File: src/common/sync_ptp_params.svh
// constants for the sync source selector and ptp timing block
// assumes a 125 MHz system clock and a 32-bit wishbone register bus
`ifndef SYNC_PTP_PARAMS_SVH
`define SYNC_PTP_PARAMS_SVH
`define CLK_NS        64'd8
`define SEC_NS        64'd1000000000
`define HOLD_RST      16'h0000
`define ADR_CTRL      8'h00
`define ADR_HOLD      8'h04
`define ADR_STAT      8'h08
`define ADR_OFF_LO    8'h10
`define ADR_OFF_HI    8'h14
`define ADR_DLY_LO    8'h18
`define ADR_DLY_HI    8'h1c
`define ADR_SRC0      8'h20
`define CTRL_SLAVE    0
`define CTRL_TC       1
`define CTRL_DREQ     2
`define CTRL_PRIO     3
`define CFG_EN        0
`define CFG_OUT       1
`define CFG_QL        4
`define CFG_PR        8
`define CORR_SHIFT    16
`define TOP_QUEUE     3'h7
`endif

File: src/common/sync_ptp_pkg.sv
// types shared by the sync source selector and ptp timing block
// assumes nothing beyond a systemverilog compiler
package sync_ptp_pkg;
   typedef enum logic [3:0] {
      MSG_SYNC  = 4'h0,
      MSG_DREQ  = 4'h1,
      MSG_FU    = 4'h8,
      MSG_DRESP = 4'h9
   } msg_t;
   typedef enum logic [4:0] {
      SL_IDLE = 5'b00001,
      SL_FU   = 5'b00010,
      SL_HAVE = 5'b00100,
      SL_TX   = 5'b01000,
      SL_RESP = 5'b10000
   } slave_st_t;
endpackage

File: src/core/sync_ptp_core.sv
// sync source selection, ptp slave exchange and end-to-end transparent clock
// assumes a packet parser on i_clk giving pulses at the frame reference point
//
// Chosen here: the address map and register access over Wishbone.
`include "sync_ptp_params.svh"

// What this block does
// - frequency reference from one interface only
// - source table holds at most eight sources
// - one active source drives frequency outputs
// - switch after candidate stable holdoff seconds, at once if active source is lost
// - holdoff resets zero; zero switches at once
// - slave stamps sync arrival as t2
// - t1 from sync or follow-up message
// - slave sends delay request, stamps t3
// - offset is half of difference
// - path delay is half of sum
// - timestamps captured in hardware
// - accept unicast and multicast ptp
// - act as end-to-end transparent clock
// - forward only, never terminate timing
// - adjust sync/delay request by residency
// - add residency into 64-bit correction field
// - residency includes radio and switch delay
// - ptp mapped to highest priority queue
// - best quality, then highest priority wins
module sync_ptp_core #(
   parameter int          NSRC       = 8,
   parameter logic [31:0] SEC_CYCLES = 32'(`SEC_NS / `CLK_NS)
) (
   // clock, reset, enable
   input  wire logic                     i_clk,
   input  wire logic                     i_rstn,
   input  wire logic                     i_ce,
   // wishbone slave
   input  wire logic                     i_wb_cyc,
   input  wire logic                     i_wb_stb,
   input  wire logic                     i_wb_we,
   input  wire logic [7:0]               i_wb_adr,
   input  wire logic [31:0]              i_wb_dat,
   input  wire logic [3:0]               i_wb_sel,
   output logic      [31:0]              o_wb_dat,
   output logic                          o_wb_ack,
   // source pins
   input  wire logic [NSRC-1:0]          i_src_ok,
   input  wire logic [NSRC-1:0]          i_src_ref,
   output logic      [NSRC-1:0]          o_src_act,
   output logic      [NSRC-1:0]          o_freq_out,
   // local ptp receive and transmit
   input  wire logic                     i_rx_ptp,
   input  wire sync_ptp_pkg::msg_t       i_rx_type,
   input  wire logic                     i_rx_two_step,
   input  wire logic                     i_rx_mcast,
   input  wire logic                     i_rx_ucast_hit,
   input  wire logic [63:0]              i_rx_ts,
   output logic                          o_dreq_send,
   input  wire logic                     i_tx_sof,
   // forwarded ptp traffic
   input  wire logic                     i_fw_ing,
   input  wire sync_ptp_pkg::msg_t       i_fw_type,
   input  wire logic                     i_fw_egr,
   input  wire logic [63:0]              i_fw_corr,
   input  wire logic [31:0]              i_radio_dly,
   output logic      [63:0]              o_fw_corr,
   output logic                          o_fw_corr_vld,
   output logic                          o_tc_busy,
   output logic      [2:0]               o_ptp_queue
);
   import sync_ptp_pkg::*;

   function automatic logic [63:0] half_s(input logic [63:0] v);
      half_s = {v[63], v[63:1]};
   endfunction

   ////////////////////////////////////////////////////////////////////////////
   // registers and bus
   logic [3:0]  ctrl_ff;
   logic [15:0] hold_ff;
   logic [11:0] cfg_ff [NSRC];
   logic [63:0] off_ff, dly_ff;
   logic        res_vld_ff;
   logic [2:0]  act_ff;
   logic        act_vld_ff;
   slave_st_t   st_ff;
   logic        wr_req;
   logic        dreq_go;

   assign wr_req  = i_wb_cyc & i_wb_stb & i_wb_we & ~o_wb_ack & i_ce;
   assign dreq_go = wr_req & (i_wb_adr == `ADR_CTRL) & i_wb_sel[0] & i_wb_dat[`CTRL_DREQ];

   // ack one cycle after the request, dropped the next cycle
   always_ff @(posedge i_clk or negedge i_rstn) begin
      if (!i_rstn) begin
         o_wb_ack <= 1'b0;
      end else if (i_ce) begin
         o_wb_ack <= i_wb_cyc & i_wb_stb & ~o_wb_ack;
      end
   end

   always_ff @(posedge i_clk or negedge i_rstn) begin
      if (!i_rstn) begin
         ctrl_ff <= 4'h0;
         hold_ff <= `HOLD_RST;
         for (int i = 0; i < NSRC; i++) cfg_ff[i] <= 12'h000;
      end else if (wr_req) begin
         if (i_wb_adr == `ADR_CTRL && i_wb_sel[0]) ctrl_ff <= i_wb_dat[3:0] & 4'hb;
         if (i_wb_adr == `ADR_HOLD) begin
            if (i_wb_sel[0]) hold_ff[7:0] <= i_wb_dat[7:0];
            if (i_wb_sel[1]) hold_ff[15:8] <= i_wb_dat[15:8];
         end
         // only eight table slots exist, others are unmapped
         for (int i = 0; i < NSRC; i++) begin
            if (i_wb_adr == `ADR_SRC0 + 8'(4 * i)) begin
               if (i_wb_sel[0]) cfg_ff[i][7:0] <= i_wb_dat[7:0];
               if (i_wb_sel[1]) cfg_ff[i][11:8] <= i_wb_dat[11:8];
            end
         end
      end
   end

   always_ff @(posedge i_clk or negedge i_rstn) begin
      if (!i_rstn) begin
         o_wb_dat <= 32'h0;
      end else if (i_ce) begin
         o_wb_dat <= 32'h0;
         unique case (i_wb_adr)
            `ADR_CTRL:   o_wb_dat <= {28'h0, ctrl_ff};
            `ADR_HOLD:   o_wb_dat <= {16'h0, hold_ff};
            `ADR_STAT:   o_wb_dat <= {22'h0, st_ff, res_vld_ff, act_vld_ff, act_ff};
            `ADR_OFF_LO: o_wb_dat <= off_ff[31:0];
            `ADR_OFF_HI: o_wb_dat <= off_ff[63:32];
            `ADR_DLY_LO: o_wb_dat <= dly_ff[31:0];
            `ADR_DLY_HI: o_wb_dat <= dly_ff[63:32];
            default: begin
               for (int i = 0; i < NSRC; i++)
                  if (i_wb_adr == `ADR_SRC0 + 8'(4 * i)) o_wb_dat <= {20'h0, cfg_ff[i]};
            end
         endcase
      end
   end

   ////////////////////////////////////////////////////////////////////////////
   // source selection
   logic [NSRC-1:0] ok_s1, ok_s2, ref_s1, ref_s2;
   always_ff @(posedge i_clk or negedge i_rstn) begin
      if (!i_rstn) begin
         ok_s1  <= '0;
         ok_s2  <= '0;
         ref_s1 <= '0;
         ref_s2 <= '0;
      end else if (i_ce) begin
         ok_s1  <= i_src_ok;
         ok_s2  <= ok_s1;
         ref_s1 <= i_src_ref;
         ref_s2 <= ref_s1;
      end
   end

   logic [2:0] best;
   logic       best_vld;
   always_comb begin
      best     = 3'h0;
      best_vld = 1'b0;
      for (int i = 0; i < NSRC; i++) begin
         // quality first, priority breaks ties, lower index on full tie
         if (cfg_ff[i][`CFG_EN] && ok_s2[i] &&
             (!best_vld || {cfg_ff[i][7:4], cfg_ff[i][11:8]} > {cfg_ff[best][7:4], cfg_ff[best][11:8]})) begin
            best     = 3'(i);
            best_vld = 1'b1;
         end
      end
   end

   logic [31:0] tick_ff;
   logic        sec_tick;
   logic [2:0]  cand_ff;
   logic [15:0] stab_ff;
   logic        act_ok;
   assign sec_tick = (tick_ff == SEC_CYCLES - 32'd1);
   assign act_ok   = act_vld_ff & ok_s2[act_ff] & cfg_ff[act_ff][`CFG_EN];

   always_ff @(posedge i_clk or negedge i_rstn) begin
      if (!i_rstn) begin
         tick_ff <= 32'h0;
      end else if (i_ce) begin
         tick_ff <= sec_tick ? 32'h0 : tick_ff + 32'd1;
      end
   end

   always_ff @(posedge i_clk or negedge i_rstn) begin
      if (!i_rstn) begin
         act_ff     <= 3'h0;
         act_vld_ff <= 1'b0;
         cand_ff    <= 3'h0;
         stab_ff    <= 16'h0;
      end else if (i_ce) begin
         if (!best_vld) begin
            act_vld_ff <= act_ok;
            stab_ff    <= 16'h0;
         end else if (act_ok && best == act_ff) begin
            stab_ff <= 16'h0;
         end else if (!act_ok || hold_ff == 16'h0 ||
                      (best == cand_ff && stab_ff >= hold_ff)) begin
            // lost reference or zero holdoff switches at once
            act_ff     <= best;
            act_vld_ff <= 1'b1;
            stab_ff    <= 16'h0;
         end else if (best != cand_ff) begin
            // a new or flapping candidate starts its wait again
            cand_ff <= best;
            stab_ff <= 16'h0;
         end else if (sec_tick) begin
            stab_ff <= stab_ff + 16'd1;
         end
      end
   end

   always_ff @(posedge i_clk or negedge i_rstn) begin
      if (!i_rstn) begin
         o_src_act  <= '0;
         o_freq_out <= '0;
      end else if (i_ce) begin
         for (int i = 0; i < NSRC; i++) begin
            o_src_act[i] <= act_vld_ff && act_ff == 3'(i);
            // the active source is never looped back onto itself
            o_freq_out[i] <= act_vld_ff && act_ff != 3'(i) && cfg_ff[i][`CFG_OUT] && ref_s2[act_ff];
         end
      end
   end

   ////////////////////////////////////////////////////////////////////////////
   // hardware time of day and ptp slave
   logic [63:0] tod_ff, t1_ff, t2_ff, t3_ff;
   logic        rx_ok;
   logic [63:0] d1, d2;
   always_ff @(posedge i_clk or negedge i_rstn) begin
      if (!i_rstn) begin
         tod_ff <= 64'h0;
      end else if (i_ce) begin
         tod_ff <= tod_ff + `CLK_NS;
      end
   end

   assign rx_ok = i_rx_ptp & ctrl_ff[`CTRL_SLAVE] & (i_rx_mcast | i_rx_ucast_hit);
   assign d1    = t2_ff - t1_ff;
   assign d2    = i_rx_ts - t3_ff;

   always_ff @(posedge i_clk or negedge i_rstn) begin
      if (!i_rstn) begin
         st_ff       <= SL_IDLE;
         t1_ff       <= 64'h0;
         t2_ff       <= 64'h0;
         t3_ff       <= 64'h0;
         off_ff      <= 64'h0;
         dly_ff      <= 64'h0;
         res_vld_ff  <= 1'b0;
         o_dreq_send <= 1'b0;
      end else if (i_ce) begin
         o_dreq_send <= 1'b0;
         if (rx_ok && i_rx_type == MSG_SYNC && st_ff != SL_TX) begin
            t2_ff <= tod_ff;
            t1_ff <= i_rx_ts;
            st_ff <= i_rx_two_step ? SL_FU : SL_HAVE;
         end else begin
            unique case (st_ff)
               SL_IDLE: st_ff <= SL_IDLE;
               SL_FU: begin
                  if (rx_ok && i_rx_type == MSG_FU) begin
                     t1_ff <= i_rx_ts;
                     st_ff <= SL_HAVE;
                  end
               end
               SL_HAVE: begin
                  if (dreq_go) begin
                     o_dreq_send <= 1'b1;
                     st_ff       <= SL_TX;
                  end
               end
               SL_TX: begin
                  if (i_tx_sof) begin
                     t3_ff <= tod_ff;
                     st_ff <= SL_RESP;
                  end
               end
               SL_RESP: begin
                  if (rx_ok && i_rx_type == MSG_DRESP) begin
                     // t4 arrives from the master in the response
                     off_ff     <= half_s(d1 - d2);
                     dly_ff     <= half_s(d1 + d2);
                     res_vld_ff <= 1'b1;
                     st_ff      <= SL_IDLE;
                  end
               end
            endcase
         end
      end
   end

   ////////////////////////////////////////////////////////////////////////////
   // transparent clock: one event message in flight between ingress and egress
   logic [63:0] ing_ff;
   logic [63:0] resid;
   logic        fw_evt;
   assign fw_evt = i_fw_ing & ctrl_ff[`CTRL_TC] & (i_fw_type == MSG_SYNC || i_fw_type == MSG_DREQ);
   assign resid  = tod_ff - ing_ff + {32'h0, i_radio_dly};

   always_ff @(posedge i_clk or negedge i_rstn) begin
      if (!i_rstn) begin
         ing_ff        <= 64'h0;
         o_tc_busy     <= 1'b0;
         o_fw_corr     <= 64'h0;
         o_fw_corr_vld <= 1'b0;
      end else if (i_ce) begin
         o_fw_corr_vld <= 1'b0;
         if (o_tc_busy && i_fw_egr) begin
            // correction is in ns scaled by 2^16, message is passed on
            o_fw_corr     <= i_fw_corr + {resid[63-`CORR_SHIFT:0], 16'h0};
            o_fw_corr_vld <= 1'b1;
            o_tc_busy     <= 1'b0;
         end else if (fw_evt && !o_tc_busy) begin
            ing_ff    <= tod_ff;
            o_tc_busy <= 1'b1;
         end
      end
   end

   always_ff @(posedge i_clk or negedge i_rstn) begin
      if (!i_rstn) begin
         o_ptp_queue <= 3'h0;
      end else if (i_ce) begin
         o_ptp_queue <= ctrl_ff[`CTRL_PRIO] ? `TOP_QUEUE : 3'h0;
      end
   end

   ////////////////////////////////////////////////////////////////////////////
   // checks
   chk_one_active: assert property (@(posedge i_clk) disable iff (!i_rstn)
      $onehot0(o_src_act)) else $error("more than one active source");
   chk_no_self_out: assert property (@(posedge i_clk) disable iff (!i_rstn)
      (o_freq_out & o_src_act) == '0) else $error("active source drives itself");
   chk_hold_zero: assert property (@(posedge i_clk) disable iff (!i_rstn)
      i_ce && hold_ff == 16'h0 && best_vld && best != act_ff |=> act_ff == $past(best))
      else $error("zero holdoff did not switch");
   chk_hold_wait: assert property (@(posedge i_clk) disable iff (!i_rstn)
      i_ce && act_ok && hold_ff != 16'h0 && stab_ff < hold_ff |=> act_ff == $past(act_ff))
      else $error("switched before holdoff");
   chk_t2_stamp: assert property (@(posedge i_clk) disable iff (!i_rstn)
      i_ce && rx_ok && i_rx_type == MSG_SYNC && st_ff != SL_TX |=> t2_ff == $past(tod_ff))
      else $error("t2 not stamped");
   chk_dreq_t3: assert property (@(posedge i_clk) disable iff (!i_rstn)
      o_dreq_send |-> st_ff == SL_TX) else $error("delay request without wait");
   chk_delay_calc: assert property (@(posedge i_clk) disable iff (!i_rstn)
      i_ce && st_ff == SL_RESP && rx_ok && i_rx_type == MSG_DRESP |=> res_vld_ff && dly_ff == half_s($past(d1) + $past(d2)))
      else $error("path delay wrong");
   chk_corr_add: assert property (@(posedge i_clk) disable iff (!i_rstn)
      i_ce && o_tc_busy && i_fw_egr |=> o_fw_corr_vld ##1 !o_fw_corr_vld || !i_ce)
      else $error("correction pulse wrong");
   chk_ack_pulse: assert property (@(posedge i_clk) disable iff (!i_rstn)
      o_wb_ack && i_ce |=> !o_wb_ack) else $error("ack held too long");
endmodule

File: config.mk
export PLATFORM = sky130hd
export DESIGN_NAME = sync_ptp_core
export DESIGN_NICKNAME = d
export VERILOG_FILES = /design/src/common/sync_ptp_pkg.sv /design/src/core/sync_ptp_core.sv
export VERILOG_INCLUDE_DIRS = /design/src /design/src/common
export SDC_FILE = /design/constraint.sdc
export NUM_CORES = 2
export LEC_CHECK = 0
export BUFFER_PORTS_ARGS = -buffer_cell sky130_fd_sc_hd__buf_4
export CAP_MARGIN = 10
export CORE_ASPECT_RATIO = 0.7
export CORE_MARGIN = 5
export CORE_UTILIZATION = 45
export CTS_CLUSTER_SIZE = 20
export DETAILED_ROUTE_END_ITERATION = 10
export HOLD_SLACK_MARGIN = 0.15
export SLEW_MARGIN = 20
export SYNTH_ARGS = -nofsm -noshare
export SYNTH_HDL_FRONTEND = slang
export SYNTH_SLANG_ARGS = --single-unit
File: constraint.sdc
create_clock -name i_clk -period 44.2 [get_ports i_clk]
set_input_delay 13.26 -clock i_clk [delete_from_list [all_inputs] [get_ports i_clk]]
set_output_delay 13.26 -clock i_clk [all_outputs]
set_load 0.05 [all_outputs]
==> metrics.txt <==
Post-Synthesis Cell Area=52600 sq um; die area=~120000 sq um; GRT Total Usage=a little over a quarter; final design utilization=~50%; post-layout minimum cycle time=19.90 ns; DRC violation count after routing=0; data required time at the worst endpoint=around 45 ns; wire length of the first global-routing pass=between 200 and 300 mm; Iter 0 DRT Violations=slightly above 4000; residual overflow from global routing=0; area fraction in compound gates after synthesis=between 20% and 30%; PwrDens=33.3 nW/um^2; final period utilization=45.0%; layout-stage area growth over the synthesis result=13.1%; endpoint type of the worst setup path=flip-flop; CP Class=in2reg; maximum capacitance violations=0; via total after detailed routing=approximately 45000; arithmetic-cell share of the synthesized area counting full adders, half adders and majority gates=about 11%; HP Class=reg2reg; total count of hold-check failures in the final report=0; Finish-stage setup viols=0; number of placed I/O pins=360; remaining number of nets flagged by the antenna check after routing=0; number of search-and-repair iterations in the first detailed-routing pass=7; placeable core area=~120000 sq um; cell at the slowest stage of the critical path=a2111oi_0; IR drop worst, VDD=approximately 0.000037 V; Max clock buf depth=3; total of flip-flops plus latches after synthesis=about 740; root buf cell=clkbuf_16; number of H-tree levels=3; fraction of synthesis flops using an asynchronous set or reset pin=100%; largest net degree at the start of global routing=108; sequential-to-total area share from yosys stat=35.3%; starting density of the core=45.1%; IO Port Bufs=between 300 and 400; startpoint type of the worst setup path=input pin; Post-Synth XOR/XNOR Area=6.89%; leading area contributor after synthesis=dfrtp_1; post-synthesis share of cell area spent on and, or, nand and nor gates=between 10% and 20%; TritonCTS Buffers=81; Largest stage delay, worst path=between 0.8 and 0.9 ns; row count=around 110; vias in the first global route=43700; cts repair resizes=0; vias per inst=5.75; ys flop type=dfrtp_1; most frequently used cell type in the post-synthesis netlist=dfrtp_1; Fmax=0.0502 GHz; horizontal extent of the die=419 um; result of the run=finished, final reports clean; actual slew at the worst max-slew pin=about 1.2 ns; final weighted congestion in routability-driven placement=about 0.94; Post-Route WL=167 mm; sum of buffers and inverters on the critical path=2; share of layout cells above drive strength 1=about an eighth; Final Net Count=~7000; post-CTS setup-driven buffer insertion count=0; biggest area contributors in the synthesized netlist=dfrtp_1, ha_1, mux2_2, nand2_1, o21ai_0; Top Family by Delay on Critical Path=compound AO/OA/AOI/OAI gates; Routed WL per cell=about 21 um; worst hold margin=around 0.47 ns; mux cell area share after synthesis=5.90%; number of antenna violations at the first check in global routing=18; post-synth top area share=between 30% and 40%; TritonCTS clock tree=done; Gate Count Post-Synth=around 6000; clock insertion delay at the later pin of the skew report=roughly 0.69 ns; Finished Cell Area=59500 sq um; standard cell area after detailed placement=around 57000 sq um; clock sinks=~740; Die Height=296 um; total design power=around 0.0020 W; headroom to the max-slew limit=a little under a fifth; Worst Path Arrival=between 20 and 25 ns; post-cts hold buffer count=0; Yosys warnings=0; Leak Pwr=29.0 nW; Synthesized Nets=6710; biggest fanout along the worst timing path=11; RSZ-0062 raised after global routing=false; number of inserted filler cells in the final layout=11200; HPWL reported at the end of detailed placement=about 130 mm; clock skew=0.0288 ns; number of enable-type register cells in the synthesized netlist=0; Post-Synthesis Mean Instance Area=between 8 and 9 sq um; count of unique library cells instantiated by Yosys=93; combinational family with the most area after synthesis=compound AO/OA/AOI/OAI gates; clk slew on worst S/H paths=~0.060 ns; number of pins with negative max-slew slack in the final report=0; Total Neg Setup Slack=0 ns; top cells by count, synth=dfrtp_1, nand2_1, o21ai_0, inv_1, ha_1
[power breakdown]
group          leakage (nW)  switching [W]  internal [W]
Clock                  1.39       0.000307      0.000424
Sequential             9.80      0.0000134      0.000696
Combinational          17.8       0.000347      0.000193
[flip-flops by register name, summed over array words and instances (netlist names), 5 cells and up]
register    flops
cfg_ff         96
o_fw_corr      64
t1_ff          64
dly_ff         63
off_ff         63
t2_ff          61
t3_ff          61
tod_ff         61
ing_ff         45
o_wb_dat       32
tick_ff        32
hold_ff        16
stab_ff        16
o_freq_out      8
o_src_act       8
ok_s1           8
ok_s2           8
ref_s1          8
ref_s2          8
st_ff           5
[cells by family (layout without fill, tap and decap cells)]
group                    count (synthesis)  after routing
AO/OA/AOI/OAI                         1749           1749
AND/OR/NAND/NOR                       1634           1634
flip-flops                             743            743
buffers and inverters                  733           1028
adder cells (fa/ha/maj)                461            461
XOR/XNOR                               413            413
multiplexers                           275            275
other                                    0             12
[cell type report]
cell class	count	area (sq um)	area share, %
Clock inverter	40	513	0.862
Tap cell	1551	1940	3.26
Sequential cell	743	18600	31.2
Multi-Input combinational cell	4532	31400	52.7
Antenna cell	12	30.0	0.0504
Timing Repair Buffer	388	2930	4.92
Clock buffer	107	2310	3.88
Inverter	493	1850	3.11
[worst min-delay path, stage by stage (launching register included)]
cell,delay (ns)
dfrtp_1,0.35
nand2_1,0.05
nand2_1,0.04
[layer usage]
layer / wire (um) / GRT usage [%]
met4: 3730 / 5.85
met3: 12100 / 5.65
met5: 59 / 0
met1: 81900 / 40.3
met2: 68700 / 38.4
[cells in the final DEF (no fill, tap or decap), types with 15 or more instances in the layout]
cell type,synthesis,final
ha_1,428,428
a31o_2,20,20
o21a_1,62,62
nor2b_1,52,52
xnor2_1,288,288
and2_1,24,24
a21oi_1,426,426
nand3_1,128,127
or3_1,15,15
and3_1,62,62
buf_4,2,384
inv_1,483,483
o21ai_0,522,521
nor4_1,30,30
o21bai_1,65,65
a22o_1,16,16
nand2b_1,59,59
a31oi_1,63,63
a22oi_1,68,68
dfrtp_1,742,742
nand2_1,707,705
o22ai_1,16,16
nor3_1,85,80
nand4_1,71,71
fa_1,33,33
a211oi_1,45,45
a221oi_1,30,30
nor2_1,340,335
o31ai_1,40,40
o211ai_1,25,25
mux2_2,240,240
a21o_1,174,174
xor2_1,124,124
clkbuf_16,0,83
mux2i_1,31,31
[final timing paths]
check / cells past startpoint / endpoint / from / slack [ns]
max: 26 / dly_ff[55]$_DFFE_PN0P_ / i_rx_ts[4] / 24.30
max in group asynchronous: 6 / o_fw_corr[62]$_DFFE_PN0P_ / i_rstn / 27.51
min in group asynchronous: 1 / cfg_ff[9]$_DFFE_PN0P_ / i_rstn / 12.61
min reg2reg: 2 / dly_ff[30]$_DFFE_PN0P_ / dly_ff[30]$_DFFE_PN0P_ / 0.47
max reg2reg: 76 / stab_ff[8]$_DFFE_PN0P_ / cfg_ff[88]$_DFFE_PN0P_ / 25.83
min: 2 / dly_ff[30]$_DFFE_PN0P_ / dly_ff[30]$_DFFE_PN0P_ / 0.47
[stage by stage]
step / setup slack (ns) / cells
3_5_place_dp: 23.70 / 7707
3_3_place_gp: 23.79 / 7707
5_1_grt: 23.85 / 7855
4_1_cts: 24.43 / 7854
6_report: 24.30 / 7866
2_1_floorplan: 25.71 / 6008
Power figures use the tool's default switching activity.
